<file path="src/design/nvac_pkg.sv">
`default_nettype none
package nvac_pkg;
  // Special function register addresses
  localparam logic [7:0] ADDR_REG_OFS = 8'h00;
  localparam logic [7:0] DATA_REG_OFS = 8'h01;
  localparam logic [7:0] CTRL_REG_OFS = 8'h40;
  localparam logic [7:0] PTR_HI_OFS = 8'h02;
  localparam logic [7:0] CTRL_SECTOR = 8'h01;
  // Control fields
  localparam int FETCH_GO_BIT = 0;
  localparam int FETCH_PERMIT_BIT = 1;
  localparam int PROG_GO_BIT = 2;
  localparam int PROG_PERMIT_BIT = 3;
  localparam logic [3:0] CTRL_RESET = 4'h0;
  localparam logic [7:0] BYTE_RESET = 8'h00;
  // Array geometry
  localparam int ADDR_W = 5;
  localparam int DATA_W = 8;
  localparam int DEPTH = 32;
  // Cycle timing
  localparam int WRITE_CYCLES = 64;
  localparam int READ_CYCLES = 2;
  localparam int TIMER_DIV = 8;
  localparam int CNT_W = 16;
  typedef enum logic [1:0] {
    ST_IDLE = 2'b00,
    ST_READ = 2'b01,
    ST_WRITE = 2'b10
  } nvac_state_type;
endpackage
`default_nettype wire

</file>
<file path="src/design/nvac_ctrl.sv">
`default_nettype none
////////////////////////////////////////////////////////////////////////
// How it works
// - program_permit clear blocks every write launch.
// - Setting program_cycle_go starts a write; hardware clears it at end.
// - program_cycle_go set without prior permit is ignored.
// - fetch_permit clear blocks every read launch.
// - Setting fetch_cycle_go starts a read; hardware clears it at end.
// - fetch_cycle_go set without prior permit is ignored.
// - Power-on clears all four control bits.
// - Read: load address, set permit, set go; data appears after clear.
// - Read data holds until the next read or a direct write to the data register; a write cycle leaves it.
// - Write cycle timed by an independent slow timer.
// - Write end raises done request; vectors if enables allow and stack not full.
// - Servicing clears done request and global enable.
// - Pointer high bytes reset to zero, hiding the control register.
// - Control bits 7 to 4 read zero.
// - Array holds 32 bytes, 5-bit address, 8-bit data.
// - Control register sits at 40H of sector 1, indirect only.
module nvac_ctrl #(
  parameter int WRITE_CYCLES = nvac_pkg::WRITE_CYCLES,
  parameter int READ_CYCLES = nvac_pkg::READ_CYCLES
) (
  // Clock and reset
  input wire logic clock_i,
  input wire logic rst_i,
  // Direct register port
  input wire logic wr_en_i,
  input wire logic [7:0] wr_addr_i,
  input wire logic [7:0] wr_data_i,
  input wire logic [7:0] rd_addr_i,
  output logic [7:0] rd_data_o,
  // Indirect port through pointer pair
  input wire logic ind_wr_en_i,
  input wire logic [7:0] ind_wr_data_i,
  input wire logic [7:0] ind_low_i,
  input wire logic ind_sel2_i,
  output logic [7:0] ind_rd_data_o,
  // Interrupt side
  input wire logic nv_irq_enable_i,
  input wire logic global_irq_enable_i,
  input wire logic stack_full_i,
  input wire logic irq_ack_i,
  output logic nv_done_request_o,
  output logic irq_vector_o,
  output logic global_irq_clear_o,
  // Status
  output logic busy_o
);
  ////////////////////////////////////////////////////////////////////////
  logic [nvac_pkg::ADDR_W-1:0] addr_ff;
  logic [nvac_pkg::DATA_W-1:0] data_ff;
  logic [3:0] ctrl_ff;
  logic [7:0] ptr1_hi_ff;
  logic [7:0] ptr2_hi_ff;
  logic done_ff;
  logic [nvac_pkg::CNT_W-1:0] cnt_ff;
  logic [nvac_pkg::DATA_W-1:0] mem_ff [nvac_pkg::DEPTH];
  nvac_pkg::nvac_state_type state_ff;
  logic tick_w;

  nvac_timer i_nvac_timer (
    .clock_i(clock_i),
    .rst_i(rst_i),
    .tick_o(tick_w)
  );

  ////////////////////////////////////////////////////////////////////////
  // Decode
  wire [7:0] hi_w = ind_sel2_i ? ptr2_hi_ff : ptr1_hi_ff;
  wire ctrl_hit_w = (hi_w == nvac_pkg::CTRL_SECTOR) &&
                    (ind_low_i == nvac_pkg::CTRL_REG_OFS);
  wire ctrl_wr_w = ind_wr_en_i && ctrl_hit_w;
  wire idle_w = (state_ff == nvac_pkg::ST_IDLE);
  wire [3:0] wv_w = ind_wr_data_i[3:0];
  // Launch needs permit already stored, not in the same write
  wire prog_go_w = ctrl_wr_w && idle_w && wv_w[nvac_pkg::PROG_GO_BIT]
                   && ctrl_ff[nvac_pkg::PROG_PERMIT_BIT];
  wire fetch_go_w = ctrl_wr_w && idle_w && !prog_go_w
                    && wv_w[nvac_pkg::FETCH_GO_BIT]
                    && ctrl_ff[nvac_pkg::FETCH_PERMIT_BIT];
  wire cnt_zero_w = (cnt_ff == '0);
  wire rd_end_w = (state_ff == nvac_pkg::ST_READ) && cnt_zero_w;
  wire wr_end_w = (state_ff == nvac_pkg::ST_WRITE) && cnt_zero_w && tick_w;
  wire addr_wr_w = wr_en_i && (wr_addr_i == nvac_pkg::ADDR_REG_OFS);
  wire data_wr_w = wr_en_i && (wr_addr_i == nvac_pkg::DATA_REG_OFS);
  wire ptr_wr_w = wr_en_i && (wr_addr_i == nvac_pkg::PTR_HI_OFS);

  ////////////////////////////////////////////////////////////////////////
  // Next control value; go bits only set by a valid launch
  logic [3:0] nxt_ctrl;
  always_comb begin
    nxt_ctrl = ctrl_ff;
    if (ctrl_wr_w) begin
      nxt_ctrl[nvac_pkg::PROG_PERMIT_BIT] = wv_w[nvac_pkg::PROG_PERMIT_BIT];
      nxt_ctrl[nvac_pkg::FETCH_PERMIT_BIT] =
        wv_w[nvac_pkg::FETCH_PERMIT_BIT];
      if (!wv_w[nvac_pkg::PROG_GO_BIT] && !idle_w) begin
        nxt_ctrl[nvac_pkg::PROG_GO_BIT] = ctrl_ff[nvac_pkg::PROG_GO_BIT];
      end
    end
    if (prog_go_w) begin
      nxt_ctrl[nvac_pkg::PROG_GO_BIT] = 1'b1;
    end
    if (fetch_go_w) begin
      nxt_ctrl[nvac_pkg::FETCH_GO_BIT] = 1'b1;
    end
    if (wr_end_w) begin
      nxt_ctrl[nvac_pkg::PROG_GO_BIT] = 1'b0;
    end
    if (rd_end_w) begin
      nxt_ctrl[nvac_pkg::FETCH_GO_BIT] = 1'b0;
    end
  end

  ////////////////////////////////////////////////////////////////////////
  // Sequencer
  always_ff @(posedge clock_i) begin
    if (rst_i) begin
      state_ff <= nvac_pkg::ST_IDLE;
      cnt_ff <= '0;
    end else begin
      unique case (state_ff)
        nvac_pkg::ST_IDLE: begin
          if (prog_go_w) begin
            state_ff <= nvac_pkg::ST_WRITE;
            cnt_ff <= nvac_pkg::CNT_W'(WRITE_CYCLES - 1);
          end else if (fetch_go_w) begin
            state_ff <= nvac_pkg::ST_READ;
            cnt_ff <= nvac_pkg::CNT_W'(READ_CYCLES - 1);
          end
        end
        nvac_pkg::ST_READ: begin
          if (cnt_zero_w) begin
            state_ff <= nvac_pkg::ST_IDLE;
          end else begin
            cnt_ff <= cnt_ff - nvac_pkg::CNT_W'(1);
          end
        end
        nvac_pkg::ST_WRITE: begin
          if (tick_w) begin
            if (cnt_zero_w) begin
              state_ff <= nvac_pkg::ST_IDLE;
            end else begin
              cnt_ff <= cnt_ff - nvac_pkg::CNT_W'(1);
            end
          end
        end
        default: begin
          state_ff <= nvac_pkg::ST_IDLE;
        end
      endcase
    end
  end

  // Registers
  always_ff @(posedge clock_i) begin
    if (rst_i) begin
      ctrl_ff <= nvac_pkg::CTRL_RESET;
      addr_ff <= '0;
      data_ff <= nvac_pkg::BYTE_RESET;
      ptr1_hi_ff <= nvac_pkg::BYTE_RESET;
      ptr2_hi_ff <= nvac_pkg::BYTE_RESET;
    end else begin
      ctrl_ff <= nxt_ctrl;
      if (addr_wr_w) begin
        addr_ff <= wr_data_i[nvac_pkg::ADDR_W-1:0];
      end
      if (rd_end_w) begin
        data_ff <= mem_ff[addr_ff];
      end else if (data_wr_w) begin
        data_ff <= wr_data_i;
      end
      if (ptr_wr_w) begin
        if (ind_sel2_i) begin
          ptr2_hi_ff <= wr_data_i;
        end else begin
          ptr1_hi_ff <= wr_data_i;
        end
      end
    end
  end

  // Array, written at end of write cycle
  always_ff @(posedge clock_i) begin
    if (wr_end_w) begin
      mem_ff[addr_ff] <= data_ff;
    end
  end

  // Done request: set wins over service clear
  always_ff @(posedge clock_i) begin
    if (rst_i) begin
      done_ff <= 1'b0;
    end else if (wr_end_w) begin
      done_ff <= 1'b1;
    end else if (irq_ack_i) begin
      done_ff <= 1'b0;
    end
  end

  ////////////////////////////////////////////////////////////////////////
  // Readback
  assign rd_data_o = (rd_addr_i == nvac_pkg::ADDR_REG_OFS) ?
                     {3'h0, addr_ff} :
                     (rd_addr_i == nvac_pkg::DATA_REG_OFS) ? data_ff :
                     (rd_addr_i == nvac_pkg::PTR_HI_OFS) ?
                     (ind_sel2_i ? ptr2_hi_ff : ptr1_hi_ff) : 8'h00;
  assign ind_rd_data_o = ctrl_hit_w ? {4'h0, ctrl_ff} : 8'h00;
  assign nv_done_request_o = done_ff;
  assign irq_vector_o = done_ff && nv_irq_enable_i && global_irq_enable_i
                        && !stack_full_i;
  assign global_irq_clear_o = irq_ack_i;
  assign busy_o = !idle_w;
endmodule // nvac_ctrl
`default_nettype wire

</file>
<file path="src/design/nvac_timer.sv">
`default_nettype none
// Free-running slow tick standing in for the asynchronous write timer
module nvac_timer (
  // Clock and reset
  input wire logic clock_i,
  input wire logic rst_i,
  // Tick out
  output logic tick_o
);
  localparam int CW = 8;
  logic [CW-1:0] cnt_ff;
  wire last_w = (cnt_ff == CW'(nvac_pkg::TIMER_DIV - 1));
  always_ff @(posedge clock_i) begin
    if (rst_i) begin
      cnt_ff <= '0;
    end else begin
      cnt_ff <= last_w ? '0 : cnt_ff + CW'(1);
    end
  end
  assign tick_o = last_w;
endmodule // nvac_timer
`default_nettype wire

</file>
<file path="config.mk">
export PLATFORM = sky130hd
export DESIGN_NAME = nvac_ctrl
export DESIGN_NICKNAME = d
export VERILOG_FILES = /design/src/design/nvac_pkg.sv /design/src/design/nvac_ctrl.sv /design/src/design/nvac_timer.sv
export SDC_FILE = /design/constraint.sdc
export NUM_CORES = 1
export LEC_CHECK = 0
export BUFFER_PORTS_ARGS = -buffer_cell sky130_fd_sc_hd__buf_2
export CORE_ASPECT_RATIO = 2
export CORE_MARGIN = 4
export CORE_UTILIZATION = 55
export CTS_CLUSTER_DIAMETER = 60
export DETAILED_ROUTE_END_ITERATION = 6
export PLACE_DENSITY = 0.82
export SYNTH_ARGS = -nofsm -noshare
export SYNTH_HDL_FRONTEND = slang
export SYNTH_SLANG_ARGS = --single-unit
export TNS_END_PERCENT = 100
</file>
<file path="constraint.sdc">
create_clock -name clock_i -period 2.9 [get_ports clock_i]
set_clock_uncertainty 0.15 [all_clocks]
set_input_delay 0.145 -clock clock_i [delete_from_list [all_inputs] [get_ports clock_i]]
set_output_delay 0.145 -clock clock_i [all_outputs]
set_load 0.05 [all_outputs]
</file>
After elaboration in Yosys (flattened, before gate mapping):

Memories as Yosys holds them, arrays and structs flattened. A register that Yosys moved wholly into a read port is not among the register bits.
Index checks and enable logic that the tools add are counted.

* register bits: 60
* bits in writable memories: 256
* input port bits: 49
* output and inout port bits: 20
* word-level logic and storage cells: 84
* memories: 1

Memory list
* mem_ff: words 32, width 8, rd ports 1, clocked after Yosys merged registers in 1, write ports 1, RTL line nvac_ctrl.sv:58 `logic [nvac_pkg::DATA_W-1:0] mem_ff [nvac_pkg::DEPTH];`

* add/sub/neg operators: 2
* eq/ne operators: 11
* muxes and demuxes: 24
* bitwise logic cells: 1
* reductions and logical operators: 34

Operator list (count)
* 16-bit 2-to-1 mux: 4
* 8-bit 2-to-1 mux: 6
* 16-bit case mux with 3 select lines: 1
* 8-bit by 1-bit == test with 1-bit output, second input constant: 3
* 1-bit logical AND: 17
* 8-bit by 2-bit == test with 1-bit output, second input constant: 2
* 16-bit logical NOT: 1
* 8-bit logical NOT: 2
* 16-bit by 1-bit subtractor with 16-bit output, second input constant: 1
* 5-bit 2-to-1 mux: 2
* 8-bit by 1-bit adder with 8-bit output, second input constant: 1
* 8-bit by 3-bit == test with 1-bit output, second input constant: 1
* 8-bit by 7-bit == test with 1-bit output, second input constant: 1
* 2-bit 2-to-1 mux: 4
* 2-bit case mux with 3 select lines: 1
* 2-bit AND reduction: 3
* 2-bit OR reduction: 3
* 1-bit 2-to-1 mux: 5
* 4-bit 2-to-1 mux: 1
* 2-bit nonzero test: 2
* 1-bit logical NOT: 3
* 3-bit by 1-bit inequality test with 1-bit output, second input constant: 1
* 3-bit AND reduction: 1
* 3-bit nonzero test: 1
* 5 further kinds: 5

Depth between registers and ports, before layout:

Gate-level depths: netlist of run 1.

* word-level depth: 14
* depth in mapped cells: 8
* mapped depth without buffers: 7

Modules after synthesis:

A second synthesis of run 1 with hierarchy kept.

* cell total of the unflattened synthesis: 855
* area total of the unflattened synthesis: 13296.5 sq um

By module, submodules not included
* nvac_ctrl: instances 1, cells each 817, area an instance 12951.2 sq um, sequential area each 8828.5 sq um
* nvac_timer: instances 1, cells each 38, area an instance 345.3 sq um, sequential area each 160.2 sq um

Worst setup path before layout of run 1:

OpenSTA, ideal clock, no wires.

* kind: register to register
* from: reg cnt_ff[0] (netlist bit)
* to: mem mem_ff[0][0] (netlist bit) (enable)
* setup time: 0.370 ns
* data arrival time: 2.318 ns
* required time: 2.380 ns
* setup slack: 0.062 ns
* stages on the path, launching flop included: 9
* buffers on the path: 1
* clock period less this slack: 2.838 ns
* cell sequence: dfxtp_1 -> inv_1 -> ha_1 -> nor4b_2 -> nand4_4 -> nor3_4 -> or3b_1 -> buf_2 -> nor2_1

* word-level cells in the longest chain between the ends: 5

RTL lines
* start, declared: RTL line nvac_ctrl.sv:57 `logic [nvac_pkg::CNT_W-1:0] cnt_ff;`
* start signal, assigned: RTL line nvac_ctrl.sv:127 `cnt_ff <= nvac_pkg::CNT_W'(WRITE_CYCLES - 1);`
* start signal, assigned: RTL line nvac_ctrl.sv:130 `cnt_ff <= nvac_pkg::CNT_W'(READ_CYCLES - 1);`
* start signal, assigned: RTL line nvac_ctrl.sv:137 `cnt_ff <= cnt_ff - nvac_pkg::CNT_W'(1);`
* 16-bit logical NOT: RTL line nvac_ctrl.sv:82 `wire cnt_zero_w = (cnt_ff == '0);`
* 1-bit logical AND (2 in series): RTL line nvac_ctrl.sv:84 `wire wr_end_w = (state_ff == nvac_pkg::ST_WRITE) && cnt_zero_w && tick_w;`
* 1-bit 2-to-1 mux: RTL line nvac_ctrl.sv:186 `if (wr_end_w) begin`
* 1-bit 2-to-1 mux (implied by the code): RTL line nvac_ctrl.sv:187 `mem_ff[addr_ff] <= data_ff;`
* end, declared: RTL line nvac_ctrl.sv:58

No other way between the ends.

Worst setup path after layout of run 1:

* from: reg i_nvac_timer.cnt_ff[0]
* to: mem mem_ff[16][6] (netlist bit) (enable)

* word-level cells in the longest chain between the ends: 4

RTL lines
* start, declared: RTL line nvac_timer.sv:11 `logic [CW-1:0] cnt_ff;`
* start signal, assigned: RTL line nvac_timer.sv:17 `cnt_ff <= last_w ? '0 : cnt_ff + CW'(1);`
* 8-bit by 3-bit == test with 1-bit output: RTL line nvac_timer.sv:12 `wire last_w = (cnt_ff == CW'(nvac_pkg::TIMER_DIV - 1));`
* 1-bit logical AND: RTL line nvac_ctrl.sv:84
* 1-bit 2-to-1 mux: RTL line nvac_ctrl.sv:186
* 1-bit 2-to-1 mux (implied by the code): RTL line nvac_ctrl.sv:187

No other way between the ends.

==> reports/metrics.csv, run 1 <==
stage,metric,value,unit
floorplanning,start_util,55.61,%
floorplanning,rows,81,
worst_setup_path,cp_num_buf_inv,2,
detailed_routing,routed_wire_length_per_instance,24.92,um
yosys,seq_area_frac_synth,66.46,%
yosys,synth-xor-area-share,0.3885,%
yosys,ys.flop_type,edfxtp_1,
yosys,post-synth-top-area-cell,edfxtp_1,
power,power.leakage,5.642,nW
worst_setup_path,path_common_cell,buf_4,
sta,fin_crit,2.787,ns
grt,overflow,0,
floorplanning,num_io_pins,69,
yosys,async_flop_share,0,%
sta,drv_slew,0,
worst_setup_path,required,3.00,ns
power,peakVddDrop,381.1,uV
detailed_routing,routed-via-count,8558,
grt,antenna_found_initial,0,
clock_network,cts.clk_slew.worst_paths,0.07,ns
clock_network,cts_buffers,26,
layout,n_antenna_cell,0,
placement,dpl.hpwl,22400,um
sta,rsz0062_at_grt,false,
grt,grt_first_pass_wirelength,50560,um
layout,nets,1082,
layout,final_core_utilization,64.36,%
yosys,synthTopCellsByCount,"edfxtp_1, nor2_1, mux2i_1",
detailed_routing,vias_per_cell,6.401,
outcome,status,completed,
sta,slew_headroom,45.57,%
power,p_per_area,553.4,mW/mm^2
yosys,yosysMostFrequentCell,edfxtp_1,
worst_setup_path,crit_path_end_kind,register,
detailed_routing,drt_iter0_drc,831,
clock_network,clock_path_buffers,3,
detailed_routing,drc,0,
yosys,synthAdderAreaFrac,0.5550,%
detailed_routing,drtAntennaViolNets,0,
yosys,synth_compound_area_share,7.854,%
grt,track_usage,24.27,%
worst_setup_path,slowest_stage,or4_1,
clock_network,cts_tree,done,
sta,worst_hold_slack,0.02236,ns
layout,layout-drive-gt1-share,23.59,%
yosys,netlist_instances,889,
worst_setup_path,path_max_fanout,8,
floorplanning,coreArea,0.02432,sq mm
yosys,synth_edf_count,256,
sta,worst_pin_slew,0.8098,ns
worst_setup_path,r2r_slack,0.11,ns
yosys,ys_ff_latch,321,
placement,gp_congestion,0.8973,
yosys,yosysWarnings,0,
grt,grt_pass1_vias,8845,
grt,grt_max_degree,35,
yosys,synth_area,0.01353,sq mm
yosys,avgSynthCellArea,15.21,sq um
clock_network,clock_tree.htree_level_count,1,
worst_setup_path,path_class,register to register,
layout,area_growth,15.74,%
yosys,yosys.area.top_type_share,56.84,%
clock_network,cts_num_sinks,321,
clock_network,cts_root_buffer,clkbuf_16,
floorplanning,die_height,229.8,um
sta,final_hold_viol_count,0,
sta,period_share,96.11,%
worst_setup_path,critPathTopFamily,simple AND/OR/NAND/NOR gates,
sta,max_freq,358.8,MHz
worst_setup_path,crit_chain,ha_1 -> nand4bb_1 -> or4_1 -> nor3_4 -> or3b_1 -> buf_4 -> nor2_1 -> buf_4,
yosys,muxShareOfSynthArea,13.27,%
yosys,synth_area_leaders,"edfxtp_1, dfxtp_1, mux4_2, mux2i_1, nor2_1",
placement,port_buffers,60,
worst_setup_path,critPathMaxStageDelay,0.51,ns
sta,setup_viol,0,
floorplanning,die_x,118.9,um
clock_network,post_cts_buffers,0,
detailed_routing,routed_wl,33320,um
worst_hold_path,min_path_type,input port to register,
clock_network,worstSkewPairLatency,0.54,ns
yosys,synth_top_family_by_area,multiplexers,
floorplanning,dieArea,0.02732,sq mm
job,drv_cap,0,
yosys,synth_cell_types,71,
sta,finalSetupTns,0,ns
yosys,synth_simple_gate_area_share,9.056,%
worst_setup_path,start_kind,register,
worst_setup_path,critical_path_arrival,2.89,ns
detailed_routing,drt_pass1_iterations,5,
cell type report:
class                      count  area (sq um)
inverter                      19         71.32
multi-input combinational    501          4224
fill                        1585          8670
clock buffer                  32         694.4
sequential                   321          8994
clock inverter                16         181.4
tap                          290         362.8
timing repair buffer         158          1126
placed cells by master (no fill, tap or decap), types with 10 or more instances in the layout:
master	synthesis	final
a22oi_1	23	23
inv_1	18	18
o21ai_0	10	10
mux2i_1	69	69
nor3_1	18	18
nor2_1	86	86
dfxtp_1	65	63
clkbuf_16	0	27
a221oi_1	13	13
edfxtp_1	256	256
buf_4	11	74
buf_2	10	60
dlygate4sd3_1	0	21
nand2_1	19	19
and2_1	10	10
a21oi_1	38	38
mux4_2	49	49
nand3_1	23	23
sequential cells by signal (all words and copies together), names as in the netlist, named ones only:
signal / count
data_ff: 8
nv_done_request_o: 1
ctrl_ff: 4
ptr1_hi_ff: 8
ptr2_hi_ff: 8
state_ff: 2
i_nvac_timer.cnt_ff: 8
mem_ff: 256
addr_ff: 5
cnt_ff: 16
logic make-up (layout without fill, tap and decap cells):
logic type | count (synthesis) | after routing
and+or+nand+nor | 219 | 219
buffers and inverters | 70 | 225
xor gates and xnor gates | 6 | 6
adders and majority gates | 6 | 6
muxes | 118 | 118
DFF | 321 | 321
other | 1 | 4
AOI/OAI and AO/OA | 148 | 148
timing repair:
| action | in CTS | in global routing |
|---|---|---|
| resized for setup | 0 | 0 |
| endpoints found under the hold margin | 49 | 0 |
| hold buffers | 21 | 0 |
| setup endpoints to repair | 0 | 0 |
worst min-delay path: cells and delay by family:
family          cells  cell delay [ns]
compound gates      1             0.05
buf+inv             2             0.39
simple gates        1             0.08
stage by stage:
stage | setup slack (ns) | area, sq um | power [mW] | std cells
after global placement | 0.2210 | 14570 | 5.123 | 1268
final | 0.1127 | 15650 | 8.662 | 1337
after CTS | 0.1132 | 15650 | 8.706 | 1337
after floorplan | 0.06176 | 13540 | 5.075 | 892
after global routing | 0.007413 | 15650 | 8.904 | 1337
after detailed placement | 0.1390 | 14570 | 5.125 | 1268
path summary, 6_finish.rpt:
| check | startpoint | end | cells after the start |
|---|---|---|---|
| max reg2reg | i_nvac_timer.cnt_ff[0] | mem_ff[16][6] | 8 |
| min reg2reg | i_nvac_timer.cnt_ff[0] | i_nvac_timer.cnt_ff[0] | 1 |
| min | ind_sel2_i | ptr2_hi_ff[6] | 4 |
| max | i_nvac_timer.cnt_ff[0] | mem_ff[16][6] | 8 |
routing by layer:
metal / up-vias / share of wire, % / GRT usage [%]
li1: 3762 / - / -
met2: 428 / 55 / 45.70
met1: 4230 / 31 / 24.14
met5: - / 0 / 0
met4: 0 / 7.9 / 17.34
met3: 138 / 5.8 / 2.781
report_power, final:
part | switching [mW] | total, mW | internal, mW
clock | 1.56 | 3.62 | 2.06
sequential | 0.00384 | 4.90 | 4.90
combinational | 0.0825 | 0.140 | 0.0573
No activity file was read; power rests on OpenSTA's default activity.
==> inputs of run 2 (changes only) <==
--- a/config.mk
+++ b/config.mk
@@ -5,6 +5,7 @@
 export SDC_FILE = /design/constraint.sdc
 export NUM_CORES = 1
 export LEC_CHECK = 0
+export ABC_AREA = 1
 export BUFFER_PORTS_ARGS = -buffer_cell sky130_fd_sc_hd__buf_2
 export CORE_ASPECT_RATIO = 2
 export CORE_MARGIN = 4
==> reports/metrics.csv, run 2 <==
stage,metric,value,unit,change
floorplanning,die_x,119.3,um,+0.36%
worst_setup_path,crit_path_end_kind,register,,
grt,grt_pass1_vias,10170,,+15%
clock_network,clock_tree.htree_level_count,1,,unchanged
floorplanning,dieArea,0.02752,sq mm,+0.73%
layout,area_growth,13.94,%,
layout,reg_top3,"mem_ff x256, cnt_ff x16",,
worst_setup_path,r2r-end,mem_ff[5][7],,
detailed_routing,vias_per_cell,5.907,,-7.7%
layout,final_cell_mix,"nor2_1, edfxtp_1, o21ai_0",,
placement,port_buffers,60,,unchanged
sta,drv_slew,0,,unchanged
clock_network,clock_path_buffers,3,,unchanged
placement,post_dp_cell_area,0.01451,sq mm,-0.40%
grt,antenna_found_initial,0,,unchanged
worst_setup_path,start_kind,register,,
sta,slew_headroom,40.50,%,-5.1 points
detailed_routing,drc,0,,unchanged
outcome,status,completed,,
grt,overflow,0,,unchanged
yosys,synthTopCellsByCount,"nor2_1, edfxtp_1, o21ai_0",,
detailed_routing,routed_wl,36030,um,+8.1%
grt,grt_first_pass_wirelength,55500,um,+9.8%
clock_network,cts_root_buffer,clkbuf_16,,
layout,largest_reg_flops,256,,unchanged
yosys,yosysMostFrequentCell,nor2_1,,
layout,seqCellArea,0.008994,sq mm,unchanged
worst_hold_path,hold_depth,5,,+1
yosys,post-synth-top-area-cell,edfxtp_1,,
placement,gp_congestion,1.017,,+13%
sta,period_share,93.82,%,-2.3 points
worst_setup_path,critical_path_arrival,2.82,ns,-0.07 ns
layout,multiInputGateArea,0.004084,sq mm,-3.3%
detailed_routing,drtAntennaViolNets,0,,unchanged
floorplanning,die_height,230.6,um,+0.37%
worst_setup_path,r2r_slack,0.18,ns,+0.07 ns
yosys,synth_area_leaders,"edfxtp_1, dfxtp_1, nor2_1, o21ai_0, nand3_1",,
layout,nets,1443,,+33%
sta,worst_pin_slew,0.8857,ns,+0.07592 ns
layout,top_register,mem_ff,,
yosys,yosysWarnings,0,,unchanged
floorplanning,num_io_pins,69,,unchanged
detailed_routing,routed_wire_length_per_instance,20.72,um,-17%
worst_hold_path,min_path_type,input port to register,,
layout,layout-drive-gt1-share,12.94,%,-11 points
yosys,yosys.area.top_type_share,56.40,%,-0.43 points
yosys,avgSynthCellArea,10.55,sq um,-31%
worst_setup_path,required,3.00,ns,about the same
sta,max_freq,367.5,MHz,+2.4%
floorplanning,rows,81,,unchanged
layout,fin_area,0.01553,sq mm,-0.79%
worst_setup_path,path_max_fanout,8,,unchanged
placement,place_ws,0.05525,ns,-0.08370 ns
detailed_routing,drt_iter0_drc,929,,+12%
detailed_routing,drt_pass1_iterations,6,,+1
floorplanning,start_util,55.80,%,+0.19 points
detailed_routing,routed-via-count,10270,,+20%
clock_network,cts_num_sinks,321,,unchanged
job,drv_cap,0,,unchanged
sta,setup_ws,0.1791,ns,+0.06639 ns
worst_setup_path,reg2regPathDepth,13,,+5
yosys,seq_area_frac_synth,65.95,%,-0.51 points
yosys,ys.flop_type,edfxtp_1,,
layout,n_fill_cell,1803,,+14%
sta,finalSetupTns,0,ns,unchanged
worst_setup_path,path_class,register to register,,
grt,grt_max_degree,129,,+270%
clock_network,cts_buffers,26,,unchanged
clock_network,worstSkewPairLatency,0.54,ns,about the same
layout,n_antenna_cell,0,,unchanged
yosys,synth_cell_types,44,,-38%
yosys,netlist_instances,1292,,+45%
clock_network,cts_tree,done,,
power,power.leakage,5.549,nW,-1.7%
placement,dpl.hpwl,23300,um,+4.0%
worst_hold_path,worstHoldStart,wr_en_i,,
yosys,async_flop_share,0,%,unchanged
floorplanning,coreArea,0.02442,sq mm,+0.42%
power,p_per_area,640.3,mW/mm^2,+16%
power,finalPower,9.943,mW,+15%
grt,track_usage,26.18,%,+1.9 points
clock_network,cts.clk_slew.worst_paths,0.07,ns,about the same
worst_setup_path,r2r-start,cnt_ff[0],,
sta,setup_viol,0,,unchanged
sta,final_hold_viol_count,0,,unchanged
yosys,ys_ff_latch,321,,unchanged
yosys,synth_area,0.01363,sq mm,+0.77%
layout,final_common_cell,nor2_1,,
yosys,synth_edf_count,256,,unchanged
power,peakVddDrop,702.6,uV,+84%
sta,fin_crit,2.721,ns,-0.06639 ns
sta,worst_hold_slack,0.07831,ns,+0.05595 ns
run 2: cell types whose count changed in the layout (fill, tap and decap cells not counted), moves of 11 or more:
cell / before / now
nor2_1: 86 / 274
o21ai_0: 10 / 181
nand2_1: 19 / 96
mux2i_1: 69 / 1
nand3_1: 23 / 87
inv_1: 18 / 74
mux4_2: 49 / 0
o211ai_1: 2 / 48
a22oi_1: 23 / 0
buf_4: 74 / 55
o221ai_1: 0 / 16
a21oi_1: 38 / 49
run 2: layout make-up:
| class | instances | area share [%] |
|---|---|---|
| repair buffers | 136 | 6.204 |
| clock buffers | 35 | 4.608 |
| inverters | 76 | 1.869 |
| clock inverters | 12 | 0.4351 |
| flip-flops and latches | 321 | 57.91 |
| well taps | 332 | 2.675 |
| multi-input cells | 827 | 26.30 |
run 2: power breakdown:
group / total (mW) / internal, mW / switching [mW]
sequential: 5.23 / 5.13 / 0.0978
combinational: 1.42 / 0.444 / 0.971
clock: 3.30 / 1.74 / 1.56
total: 9.94 / 7.31 / 2.63
run 2: critical path, cell delays in order (launching register included):
cell and delay, ns:
dfxtp_1 0.35, inv_1 0.08, ha_1 0.22, nand2_1 0.11, nor2_2 0.13, nand2_1 0.10, nor2_1 0.09, nand2_1 0.11
nor3_4 0.18, nand3_4 0.16, nor2_4 0.20, nand2_4 0.17, nor2_1 0.16, buf_4 0.20
run 2: per-layer routing:
metal	part of all wire, %	vias up	GRT usage [%]
met5	0	-	0
met4	8.4	0	18.61
met3	6.4	169	3.138
met2	53	573	47.58
met1	33	4771	27.59
li1	-	4759	-
run 2: cells by family after synthesis:
logic type,synth area share [%]
AND/OR/NAND/NOR,15.25
AO/OA/AOI/OAI,13.31
flip-flops,65.95
multiplexers,0.07344
other,0.02751
buffers and inverters,4.581
XOR/XNOR,0.2570
adder cells (fa/ha/maj),0.5508
run 2: repair_timing:
action,4_1_cts,5_1_grt
resized for setup,0,13
endpoints found under the setup margin,0,257
hold buffers,17,0
buffers inserted,0,1
hold endpoints to repair,48,0
run 2: worst max-delay path by stage:
stage,start,end,slack (ns),cells after the start
after global placement,cnt_ff[0],mem_ff[12][0],0.14,13
after detailed placement,cnt_ff[0],mem_ff[15][0],0.06,13
final,cnt_ff[0],mem_ff[5][7],0.18,13
after global routing,cnt_ff[0],mem_ff[5][7],-0.02,13
after CTS,cnt_ff[0],mem_ff[12][4],0.03,13
after floorplan,cnt_ff[0],mem_ff[24][0],0.44,12
run 2: per-stage QoR:
stage | utilization [%] | cells
global route | 63.58 | 1739
CTS | 63.31 | 1738
finish | 63.58 | 1739
detailed placement | 59.40 | 1674
floorplan | - | 1295
global placement | 59.40 | 1674
